`src/rtl/wpc_pkg.sv`:
```
// wpc_pkg: register map, field positions and encodings of the watchpoint comparators
// assumes word-indexed register port (index = byte offset / 4)
package wpc_pkg;
    localparam int unsigned ADDR_W = 6;
    // byte offsets relative to the unit base
    localparam logic [11:0] OFS_REF0 = 12'h020;
    localparam logic [11:0] OFS_MASK0 = 12'h024;
    localparam logic [11:0] OFS_FCT0 = 12'h028;
    localparam logic [11:0] OFS_REF1 = 12'h030;
    localparam logic [11:0] OFS_MASK1 = 12'h034;
    localparam logic [11:0] OFS_FCT1 = 12'h038;
    localparam logic [11:0] OFS_IRQ_STAT = 12'h040;
    localparam logic [11:0] OFS_IRQ_MASK = 12'h044;
    localparam logic [ADDR_W-1:0] IDX_REF0 = OFS_REF0[ADDR_W+1:2];
    localparam logic [ADDR_W-1:0] IDX_MASK0 = OFS_MASK0[ADDR_W+1:2];
    localparam logic [ADDR_W-1:0] IDX_FCT0 = OFS_FCT0[ADDR_W+1:2];
    localparam logic [ADDR_W-1:0] IDX_REF1 = OFS_REF1[ADDR_W+1:2];
    localparam logic [ADDR_W-1:0] IDX_MASK1 = OFS_MASK1[ADDR_W+1:2];
    localparam logic [ADDR_W-1:0] IDX_FCT1 = OFS_FCT1[ADDR_W+1:2];
    localparam logic [ADDR_W-1:0] IDX_IRQ_STAT = OFS_IRQ_STAT[ADDR_W+1:2];
    localparam logic [ADDR_W-1:0] IDX_IRQ_MASK = OFS_IRQ_MASK[ADDR_W+1:2];
    // field layout
    localparam int unsigned MASK_W = 5;
    localparam logic [4:0] MASK_MAX = 5'h18;
    localparam int unsigned FCT_MATCHED_BIT = 24;
    localparam int unsigned FCT_DVADDR_BIT = 12;
    localparam int unsigned FCT_DVSIZE_LO = 10;
    localparam int unsigned FCT_DVMATCH_BIT = 8;
    localparam logic [31:0] REG_RESET = 32'h0000_0000;
    localparam logic [1:0] SIZE_BYTE = 2'h0;
    localparam logic [1:0] SIZE_HALF = 2'h1;
    localparam logic [1:0] SIZE_WORD = 2'h2;
    typedef enum logic [3:0] {
        WPC_FN_OFF = 4'b0000,
        WPC_FN_FETCH = 4'b0100,
        WPC_FN_READ = 4'b0101,
        WPC_FN_WRITE = 4'b0110,
        WPC_FN_RDWR = 4'b0111
    } wpc_fn_e;
endpackage

```
`src/rtl/wpc_addr_cmp.sv`:
```
// wpc_addr_cmp: masked address compare of one comparator
// assumes mask already saturated to at most 24
`timescale 1ns/1ps
module wpc_addr_cmp
    import wpc_pkg::*;
(
    input wire logic [31:0] ref_val,
    input wire logic [MASK_W-1:0] mask,
    input wire logic fetch_mode,
    input wire logic [31:0] addr,
    output logic hit
);
    logic [31:0] care;
    always_comb begin
        care = 32'hffff_ffff << mask;
        if (mask == '0 && fetch_mode) begin
            care[0] = 1'b0;
        end
        hit = ((addr ^ ref_val) & care) == 32'h0000_0000;
    end
endmodule // wpc_addr_cmp

```
`src/rtl/wpc_data_cmp.sv`:
```
// wpc_data_cmp: data value compare of comparator zero
// assumes software replicated the value over all lanes of the reference
`timescale 1ns/1ps
module wpc_data_cmp
    import wpc_pkg::*;
(
    input wire logic [31:0] ref_val,
    input wire logic [1:0] size,
    input wire logic [31:0] data,
    input wire logic [1:0] acc_size,
    input wire logic [1:0] lane,
    output logic hit
);
    logic [31:0] diff;
    always_comb begin
        // lanes come from the replicated reference, so compare in place
        diff = data ^ ref_val;
        hit = 1'b0;
        if (acc_size == size) begin
            unique case (size)
                SIZE_BYTE: hit = diff[8*lane +: 8] == 8'h00;
                SIZE_HALF: hit = diff[16*lane[1] +: 16] == 16'h0000;
                SIZE_WORD: hit = diff == 32'h0000_0000;
                default: hit = 1'b0;
            endcase
        end
    end
endmodule // wpc_data_cmp

```
`src/rtl/wpc_top.sv`:
```
// wpc_top: two watchpoint comparators with register port and match interrupt
// assumes bus access inputs are synchronous, one-cycle valid when access completes
// How it works
// each comparator's reference register holds the 32-bit compare value
// software replicates byte or halfword data values over all lanes
// zero mask compares all address bits, bit 0 ignored for fetches
// nonzero mask x ignores the low x address bits
// mask writes above 24 are stored as 24
// software keeps comparator zero mask zero during data value compares
// reserved mask and function bits read zero, writes ignored
// match flag sets on a match and clears on a read of its function register
// function codes select off, fetch, read, write or read-write
// comparator zero does address or data, comparator one address only
// flag set in the access cycle; a match beats a clearing read
//
// Our own choices: the strobed register port and the register offsets.
`timescale 1ns/1ps
module wpc_top
    import wpc_pkg::*;
(
    input wire logic clk,
    input wire logic reset_n,
    input wire logic [ADDR_W-1:0] reg_addr,
    input wire logic [31:0] reg_wdata,
    input wire logic reg_wr,
    input wire logic reg_rd,
    output logic [31:0] reg_rdata,
    input wire logic acc_valid,
    input wire logic acc_fetch,
    input wire logic acc_write,
    input wire logic [31:0] acc_addr,
    input wire logic [31:0] acc_data,
    input wire logic [1:0] acc_size,
    output logic irq
);
    logic rst_meta_r;
    logic rst_sync_r;
    logic rst_n;
    logic [31:0] ref0_r;
    logic [31:0] ref1_r;
    logic [MASK_W-1:0] mask0_r;
    logic [MASK_W-1:0] mask1_r;
    logic [3:0] fn0_r;
    logic [3:0] fn1_r;
    logic dvmatch_r;
    logic dvaddr_r;
    logic [1:0] dvsize_r;
    logic matched0_r;
    logic matched1_r;
    logic [1:0] irq_stat_r;
    logic [1:0] irq_mask_r;
    logic addr_hit0;
    logic addr_hit1;
    logic data_hit0;
    logic act_ok0;
    logic act_ok1;
    logic match0;
    logic match1;
    logic rd_fct0;
    logic rd_fct1;

    always_ff @(posedge clk or negedge reset_n) begin
        if (!reset_n) begin
            rst_meta_r <= 1'b0;
            rst_sync_r <= 1'b0;
        end else begin
            rst_meta_r <= 1'b1;
            rst_sync_r <= rst_meta_r;
        end
    end
    assign rst_n = rst_sync_r;

    function automatic logic action_ok(input logic [3:0] fn, input logic fetch,
                                       input logic wr);
        unique case (fn)
            WPC_FN_FETCH: action_ok = fetch;
            WPC_FN_READ: action_ok = !fetch && !wr;
            WPC_FN_WRITE: action_ok = !fetch && wr;
            WPC_FN_RDWR: action_ok = !fetch;
            default: action_ok = 1'b0;
        endcase
    endfunction

    function automatic logic [MASK_W-1:0] sat_mask(input logic [31:0] wd);
        // only the field bits count; upper bits are reserved
        if (wd[MASK_W-1:0] > MASK_MAX) begin
            sat_mask = MASK_MAX;
        end else begin
            sat_mask = wd[MASK_W-1:0];
        end
    endfunction

    wpc_addr_cmp u_cmp0 (
        .ref_val(ref0_r),
        .mask(mask0_r),
        .fetch_mode(fn0_r == WPC_FN_FETCH),
        .addr(acc_addr),
        .hit(addr_hit0)
    );
    wpc_addr_cmp u_cmp1 (
        .ref_val(ref1_r),
        .mask(mask1_r),
        .fetch_mode(fn1_r == WPC_FN_FETCH),
        .addr(acc_addr),
        .hit(addr_hit1)
    );
    wpc_data_cmp u_dcmp0 (
        .ref_val(ref0_r),
        .size(dvsize_r),
        .data(acc_data),
        .acc_size(acc_size),
        .lane(acc_addr[1:0]),
        .hit(data_hit0)
    );

    assign act_ok0 = action_ok(fn0_r, acc_fetch, acc_write);
    assign act_ok1 = action_ok(fn1_r, acc_fetch, acc_write);
    // data value compare only on comparator zero, fetches never carry data
    assign match0 = acc_valid && act_ok0 && !(dvmatch_r && acc_fetch)
                    && (dvmatch_r ? data_hit0 : addr_hit0);
    assign match1 = acc_valid && act_ok1 && addr_hit1;
    assign rd_fct0 = reg_rd && reg_addr == IDX_FCT0;
    assign rd_fct1 = reg_rd && reg_addr == IDX_FCT1;

    always_ff @(posedge clk or negedge rst_n) begin
        if (!rst_n) begin
            ref0_r <= REG_RESET;
            ref1_r <= REG_RESET;
            mask0_r <= '0;
            mask1_r <= '0;
        end else if (reg_wr) begin
            unique case (reg_addr)
                IDX_REF0: ref0_r <= reg_wdata;
                IDX_REF1: ref1_r <= reg_wdata;
                IDX_MASK0: mask0_r <= sat_mask(reg_wdata);
                IDX_MASK1: mask1_r <= sat_mask(reg_wdata);
                default: ;
            endcase
        end
    end

    always_ff @(posedge clk or negedge rst_n) begin
        if (!rst_n) begin
            fn0_r <= WPC_FN_OFF;
            fn1_r <= WPC_FN_OFF;
            dvmatch_r <= 1'b0;
            dvaddr_r <= 1'b0;
            dvsize_r <= SIZE_BYTE;
        end else if (reg_wr) begin
            if (reg_addr == IDX_FCT0) begin
                fn0_r <= reg_wdata[3:0];
                dvmatch_r <= reg_wdata[FCT_DVMATCH_BIT];
                dvsize_r <= reg_wdata[FCT_DVSIZE_LO +: 2];
                dvaddr_r <= reg_wdata[FCT_DVADDR_BIT];
            end
            if (reg_addr == IDX_FCT1) begin
                fn1_r <= reg_wdata[3:0];
            end
        end
    end

    // set wins over the read-clear
    always_ff @(posedge clk or negedge rst_n) begin
        if (!rst_n) begin
            matched0_r <= 1'b0;
            matched1_r <= 1'b0;
        end else begin
            matched0_r <= match0 || (matched0_r && !rd_fct0);
            matched1_r <= match1 || (matched1_r && !rd_fct1);
        end
    end

    always_ff @(posedge clk or negedge rst_n) begin
        if (!rst_n) begin
            irq_stat_r <= 2'h0;
            irq_mask_r <= 2'h0;
        end else begin
            if (reg_wr && reg_addr == IDX_IRQ_MASK) begin
                irq_mask_r <= reg_wdata[1:0];
            end
            if (reg_wr && reg_addr == IDX_IRQ_STAT) begin
                irq_stat_r <= (irq_stat_r & ~reg_wdata[1:0]) | {match1, match0};
            end else begin
                irq_stat_r <= irq_stat_r | {match1, match0};
            end
        end
    end

    always_ff @(posedge clk or negedge rst_n) begin
        if (!rst_n) begin
            irq <= 1'b0;
        end else begin
            irq <= |(irq_stat_nxt() & irq_mask_nxt());
        end
    end

    // irq follows next-state so it lines up with the status bits
    function automatic logic [1:0] irq_stat_nxt();
        if (reg_wr && reg_addr == IDX_IRQ_STAT) begin
            irq_stat_nxt = (irq_stat_r & ~reg_wdata[1:0]) | {match1, match0};
        end else begin
            irq_stat_nxt = irq_stat_r | {match1, match0};
        end
    endfunction

    function automatic logic [1:0] irq_mask_nxt();
        irq_mask_nxt = (reg_wr && reg_addr == IDX_IRQ_MASK) ? reg_wdata[1:0] : irq_mask_r;
    endfunction

    always_ff @(posedge clk or negedge rst_n) begin
        if (!rst_n) begin
            reg_rdata <= 32'h0000_0000;
        end else if (reg_rd) begin
            unique case (reg_addr)
                IDX_REF0: reg_rdata <= ref0_r;
                IDX_REF1: reg_rdata <= ref1_r;
                IDX_MASK0: reg_rdata <= {27'h0, mask0_r};
                IDX_MASK1: reg_rdata <= {27'h0, mask1_r};
                IDX_FCT0: reg_rdata <= {7'h00, matched0_r, 11'h000, dvaddr_r, dvsize_r,
                                        1'b0, dvmatch_r, 4'h0, fn0_r};
                IDX_FCT1: reg_rdata <= {7'h00, matched1_r, 20'h00000, fn1_r};
                IDX_IRQ_STAT: reg_rdata <= {30'h0, irq_stat_r};
                IDX_IRQ_MASK: reg_rdata <= {30'h0, irq_mask_r};
                default: reg_rdata <= 32'h0000_0000;
            endcase
        end else begin
            reg_rdata <= 32'h0000_0000;
        end
    end
endmodule // wpc_top

```
`config.mk`:
```
export PLATFORM = sky130hd
export DESIGN_NAME = wpc_top
export DESIGN_NICKNAME = d
export VERILOG_FILES = /design/src/rtl/wpc_pkg.sv /design/src/rtl/wpc_addr_cmp.sv /design/src/rtl/wpc_data_cmp.sv /design/src/rtl/wpc_top.sv
export SDC_FILE = /design/constraint.sdc
export NUM_CORES = 1
export LEC_CHECK = 0
export ABC_AREA = 1
export BUFFER_PORTS_ARGS = -buffer_cell sky130_fd_sc_hd__buf_2
export CAP_MARGIN = 20
export CORE_ASPECT_RATIO = 1.25
export CORE_MARGIN = 5
export CORE_UTILIZATION = 50
export DETAILED_ROUTE_END_ITERATION = 10
export PLACE_DENSITY_LB_ADDON = 0.25
export SLEW_MARGIN = 20
export SYNTH_ARGS = -nofsm -noshare
export SYNTH_HDL_FRONTEND = slang
export SYNTH_SLANG_ARGS = --single-unit
```
`constraint.sdc`:
```
create_clock -name clk -period 4.2 [get_ports clk]
set_clock_uncertainty 0.2 [all_clocks]
set_input_delay 0.42 -clock clk [delete_from_list [all_inputs] [get_ports clk]]
set_output_delay 0.42 -clock clk [all_outputs]
set_load 0.01 [all_outputs]
```
==> metrics, run 1 <==
Ports=between 100 and 150; CTS tree=done; detailed-route via count=approximately 6600; area of the core=~14000 um2; CTS root buf=clkbuf_16; Area Overhead vs Synth=22.0%; endpoints failing setup=0; Die X=about 120 um; pin count of the biggest net entering global routing=between 40 and 50; pre-CTS WS=approximately 1.6 ns; Initial DRT Pass Iterations=6; reg2reg end=irq; WL/cell=about 18 um; Initial Util=50.7%; Final WS setup=about 1.9 ns; worst hold path type=in2reg; reg-to-reg startpoint=mask0_r[3]; largest fanout on the critical path=11; placed insts=1198; standard-cell rows=48; CP Capture Type=flop; DRC violations left=0; Synthesized Nets=1013; clock latency on the worst-skew pair=~0.41 ns; Final Wtd Congestion=0.986; cell count after synthesis=around 900; CP startpoint kind=flop; CP Data Arrival Time=around 2.4 ns; Avg Synthesized Cell Area=7.73 um2; Setup crit end=irq; Leakage=4.42 nW; reg2reg setup slack=between 1.5 and 2 ns; grt ovf=0; Die Y=142 um; Die ar.=between 15000 and 20000 um2; Iter 0 DRT Violations=628; Core Util, Final=roughly 62%; H-tree levels=4; Crit path required time=about 4.4 ns; Final Cycle Share=54.1%; Synth warnings=0; CTS Hold Bufs=1; hold path depth=3; # port buffers=143; outcome=finished clean; Min Clock Period, post-route=2.27 ns; crit path from=mask0_r[3]; Layout Nets=~1200; fin. max-slew vios=0; Hold Violations, Final=0; r2r worst-path depth=14; Via density=~5.3; remaining antenna violation count=0; Total GRT Usage=between 20% and 30%; most frequent cells in the layout=nand2_1 (244), buf_2 (143), dfrtp_1 (126), o21ai_0 (122), nor2_1 (92); synth unique cells=36; pwr/cell area=about 460 nW/um2; CTS Buf Count=17; Post-CTS Setup Bufs=0; Setup TNS=0 ns; clk slew on worst S/H paths=0.06 ns; first-pass GRT wire length=between 30 and 40 mm; worst-margin pin slew=about 1 ns; Total Routed Length=about 22 mm; Max Cap Viol=0; DP HPWL=around 16 mm; Final Non-Filler Cells=~1200; Crit Path Class=reg2reg; Max Clk Rate=440 MHz; most common cell after layout, fill and taps aside=nand2_1; Worst VDD drop=0.000230 V; final total power=3.88 mW; post-CTS sizing=0; clock sink count=about 130; headroom to the max-slew limit=between 30% and 40%; Mapped Area=6970 um2; initial antenna violation count=0; Seq/Total Area, Yosys=45.6%; Yosys reg bits=127; vias in the first global route=around 6500; CTS max path bufs=2; Antenna diodes=0; number of fill cells in the layout=approximately 1300; RSZ-0062 raised after global routing=no; layout cells sized above 1=about 19%
## layout make-up
cell class / count / area (um2) / share of cell area, %
tap: 175 / 219 / 2.58
clock buffer: 20 / 457 / 5.37
timing repair buffer: 151 / 778 / 9.16
clock inverter: 12 / 206 / 2.43
inverter: 90 / 338 / 3.97
multi-input combinational: 656 / 3320 / 39.1
sequential: 127 / 3180 / 37.4
## how the worst min path moves through the flow
| stage | from | end |
|---|---|---|
| after floorplan | reset_n | rst_meta_r |
| after detailed placement | reset_n | rst_meta_r |
| after CTS | reg_wdata[26] | ref0_r[26] |
| final | reg_wdata[26] | ref0_r[26] |
| after global routing | reg_wdata[14] | ref0_r[14] |
| after global placement | reset_n | rst_meta_r |
## cells in the mapped netlist
library cell,number,area (um2)
dfrtp_1,127,3180
a41oi_1,1,8.76
xor2_1,43,377
o31ai_1,2,15.0
xnor2_1,41,359
nand2_1,245,920
conb_1,1,3.75
nand3_1,33,165
nand3b_1,1,7.51
a311oi_1,1,8.76
clkbuf_1,21,78.8
nor3b_1,1,7.51
o2111ai_1,2,17.5
clkinv_1,1,3.75
inv_1,86,323
buf_2,4,20.0
a211oi_1,1,7.51
o22ai_1,3,18.8
a2111oi_0,2,17.5
nand4_1,2,12.5
nor2_1,92,345
o211ai_1,2,15.0
or2_2,2,12.5
a221oi_1,2,17.5
nor3_1,4,20.0
a21oi_1,8,40.0
buf_6,2,22.5
buf_4,2,15.0
nand2_4,1,11.3
inv_2,3,11.3
nor2_2,4,25.0
a31oi_1,2,12.5
o21ai_1,8,40.0
o21ai_0,122,611
a22oi_1,27,203
nand2_2,3,18.8
## where the power goes
part / leakage, nW / internal [mW] / switching [mW]
Clock: 0.321 / 1.09 / 0.574
Sequential: 1.69 / 1.35 / 0.180
Combinational: 2.41 / 0.272 / 0.418
Total: 4.42 / 2.71 / 1.17
## metrics by stage
stage               hold slack (ns)  area (um2)
global route                 0.0592        8500
detailed placement          0.00774        7830
CTS                          0.0690        8500
finish                       0.0683        8500
global placement            0.00685        7830
floorplan                   -0.0756        6970
## registers in the layout, summed over array words and instances, names as in the netlist, 2 cells and up
name / flops
ref0_r: 32
ref1_r: 32
reg_rdata: 32
mask0_r: 5
mask1_r: 5
fn0_r: 4
fn1_r: 4
dvsize_r: 2
irq_mask_r: 2
irq_stat_r: 2
## critical path, stage by stage (launching register included)
cell and delay, ns:
dfrtp_1 0.63, nor2_1 0.18, nand2_1 0.14, nand2_1 0.07, nand2_1 0.07, nand2_1 0.05, nor2_1 0.11, nand2_1 0.07
nor2_2 0.14, nand2_1 0.11, a21oi_1 0.13, nand2_1 0.13, nand2_2 0.09, nand2_1 0.05, nand2_1 0.06
## kinds of logic (layout without fill, tap and decap cells)
group | Yosys count | in the layout | share of synthesized area (%)
and+or+nand+nor | 388 | 388 | 22.2
buffers and inverters | 119 | 273 | 6.80
AOI/OAI and AO/OA | 183 | 183 | 14.8
DFF | 127 | 127 | 45.6
xor gates and xnor gates | 84 | 84 | 10.6
other | 1 | 1 | 0.0538
## per-layer routing
layer / GRT usage [%] / wire, um / up-vias
met2: 45.2 / 10800 / 280
met3: 4.72 / 1470 / 56
met5: 0 / 0 / -
li1: - / - / 3181
met1: 34.5 / 8680 / 3064
met4: 11.9 / 835 / 0
Power figures use the tool's default switching activity.
==> run 2, diff against run 1 <==
--- a/config.mk
+++ b/config.mk
@@ -5,12 +5,12 @@
 export SDC_FILE = /design/constraint.sdc
 export NUM_CORES = 1
 export LEC_CHECK = 0
-export ABC_AREA = 1
+export ABC_AREA = 0
 export BUFFER_PORTS_ARGS = -buffer_cell sky130_fd_sc_hd__buf_2
 export CAP_MARGIN = 20
 export CORE_ASPECT_RATIO = 1.25
 export CORE_MARGIN = 5
-export CORE_UTILIZATION = 50
+export CORE_UTILIZATION = 55
 export DETAILED_ROUTE_END_ITERATION = 10
 export PLACE_DENSITY_LB_ADDON = 0.25
 export SLEW_MARGIN = 20
==> constraint.sdc (replaced) <==
create_clock -name clk -period 2.1 [get_ports clk]
set_clock_uncertainty 0.2 [all_clocks]
set_input_delay 0.21 -clock clk [delete_from_list [all_inputs] [get_ports clk]]
set_output_delay 0.21 -clock clk [all_outputs]
set_load 0.01 [all_outputs]
==> run 2 against run 1 <==
Effect of this change: non-clock buffer count grew 119; final area up 9.3%; the flow now finishes with violations (setup timing); flip-flop and latch count stayed put; sequential power rose by 93%; critical path depth is 6 lower; combinational power grew 130%; routed wire length is 1.5% higher; cell count fell by 16%; die area fell by 11%; total power rose by 92%; via count is 9.3% lower.
==> metrics, run 2 <==
clk slew on worst S/H paths=roughly 0.05 ns; Final Wtd Congestion=about 0.96; most common cell in the netlist=dfrtp_1; failing checks=setup timing; area of the core=about 12000 um2; Crit path required time=between 2 and 2.5 ns; Final Cycle Share=109%; Layout Nets=between 900 and 1000; Regs by FF count=ref0_r: 32 flops, ref1_r: 32 flops, reg_rdata: 32 flops; layout cells sized above 1=roughly 43%; initial antenna violation count=0; CP startpoint kind=flop; Yosys top cell by area=dfrtp_1; Post-synth top cells=dfrtp_1 (127), mux2_2 (87), xnor2_1 (65); synth unique cells=65; Final Non-Filler Cells=roughly 1000; Seq/Total Area, Yosys=between 40 and 50%; Synth area leaders=dfrtp_1 (47%), mux2_2 (14%), xnor2_1 (8.4%), xor2_1 (4.1%), a22oi_1 (4.1%); CP Capture Type=flop; Area Overhead vs Synth=37.3%; standard-cell rows=45; CP Data Arrival Time=between 2 and 2.5 ns; pin count of the biggest net entering global routing=70; Avg Synthesized Cell Area=about 11 um2; reg-to-reg startpoint=ref0_r[25]; Hold Startpoint=reg_wr; Core Util, Final=approximately three quarters; Post-synth ARST share=100%; Synth warnings=0; Total Routed Length=around 22 mm; cell count after synthesis=~600; Most used DFF post-synth=dfrtp_1; Via density=5.75; # port buffers=roughly 140; Die X=about 110 um; hold path depth=3; Leakage=4.44 nW; H-tree levels=4; clock latency on the worst-skew pair=roughly 0.42 ns; detailed-route via count=about 6000; Crit Path Class=reg2reg; Die ar.=14600 um2; crit path from=ref0_r[25]; Die Y=about 130 um; CTS tree=done; WL/cell=~21 um; outcome=finished with violations; RSZ-0062 raised after global routing=yes; Max Cap Viol=0; DRC violations left=0; register area=about 3200 um2; grt ovf=0; Synthesized Nets=a little over 700; vias in the first global route=approximately 6400; Final WS setup=-0.179 ns; fin. max-slew vios=0; Post-synth EDFFs=0; Iter 0 DRT Violations=372; Antenna diodes=0; CTS max path bufs=2; r2r worst-path depth=8; worst hold path type=in2reg; first-pass GRT wire length=approximately 35 mm; Initial Util=approximately 56%; number of fill cells in the layout=just over 800; clock sink count=between 100 and 150; pwr/cell area=801 nW/um2; multi-input logic area=around 3500 um2; CTS Buf Count=17; Worst VDD drop=between 0.0006 and 0.0007 V; endpoints failing setup=5; most common cell after layout, fill and taps aside=buf_2; pre-CTS WS=-0.188 ns; largest fanout on the critical path=3; CTS root buf=clkbuf_16; share of the synthesized area in the top cell type=~47%; most frequent cells in the layout=buf_2 (143), dfrtp_1 (126), buf_4 (89), mux2_2 (87), xnor2_1 (64); Total GRT Usage=between 30% and 40%; remaining antenna violation count=0; Ports=between 100 and 150; Yosys reg bits=around 130; Min Clock Period, post-route=approximately 2.3 ns; placed insts=around 970; Initial DRT Pass Iterations=5; DP HPWL=~17 mm; Hold Violations, Final=0; Max Clk Rate=between 400 and 500 MHz; Mapped Area=slightly below 7000 um2
## run 2: final timing paths
path / endpoint / slack (ns)
max in group asynchronous: rst_n / 1.13
min: irq_mask_r[0] / 0.09
max reg2reg: irq / -0.18
max: irq / -0.18
min reg2reg: ref1_r[19] / 0.14
min in group asynchronous: ref1_r[19] / 0.14
## run 2: routing by layer
layer	up-vias	GRT usage, %	part of all wire [%]	wire length [um]
li1	2725	-	-	-
met1	2959	40.4	40	8830
met2	238	54.1	51	11400
met3	49	5.15	5.4	1190
met4	0	11.9	3.2	707
met5	-	0	0	0
## run 2: cell families after synthesis
| logic type | after synthesis | synth area share (%) |
|---|---|---|
| buffers and inverters | 34 | 2.42 |
| other | 1 | 0.0554 |
| DFF | 127 | 47.0 |
| AOI/OAI and AO/OA | 130 | 13.8 |
| adders and majority gates | 3 | 0.481 |
| xor gates and xnor gates | 97 | 12.6 |
| muxes | 89 | 14.8 |
| and+or+nand+nor | 120 | 8.93 |
## run 2: where the power goes
part | total [mW] | switching [mW] | internal [mW] | leakage, nW
Clock | 2.88 | 1.08 | 1.80 | 0.286
Sequential | 2.95 | 0.263 | 2.69 | 1.70
Combinational | 1.62 | 0.766 | 0.849 | 2.45
## run 2: per-stage QoR
stage / power, mW / hold WS, ns / cell area (um2) / TNS [ns]
floorplan: 3.75 / -0.286 / 6780 / 0
global placement: 4.47 / -0.204 / 8290 / -0.398
detailed placement: 4.50 / -0.201 / 8290 / -0.681
CTS: 7.44 / 0.0727 / 9240 / -0.618
global route: 7.73 / 0.120 / 9290 / -0.974
finish: 7.44 / 0.0883 / 9290 / -0.604
## run 2: worst max-delay path, cell delays in order (launching register included)
cell and delay (ns):
dfrtp_1 0.40, xnor2_1 0.15, nand4_1 0.21, buf_4 0.21, o31ai_4 0.21, o311ai_2 0.13, a311oi_2 0.29, a31o_1 0.24
a221o_1 0.18
## run 2: repair_timing
item,4_1_cts,5_1_grt
endpoints found under the setup margin,5,5
hold buffers,35,0
setup buffers,1,0
pin swaps,6,10
endpoints found under the hold margin,86,0
gates resized for setup,4,10
## run 2: cell type report
cell class / count / share of cell area [%]
Sequential cell: 127 / 34.3
Multi-Input combinational cell: 440 / 37.8
Inverter: 6 / 0.242
Clock inverter: 11 / 1.24
Clock buffer: 21 / 4.96
Tap cell: 164 / 2.21
Timing Repair Buffer: 270 / 19.3
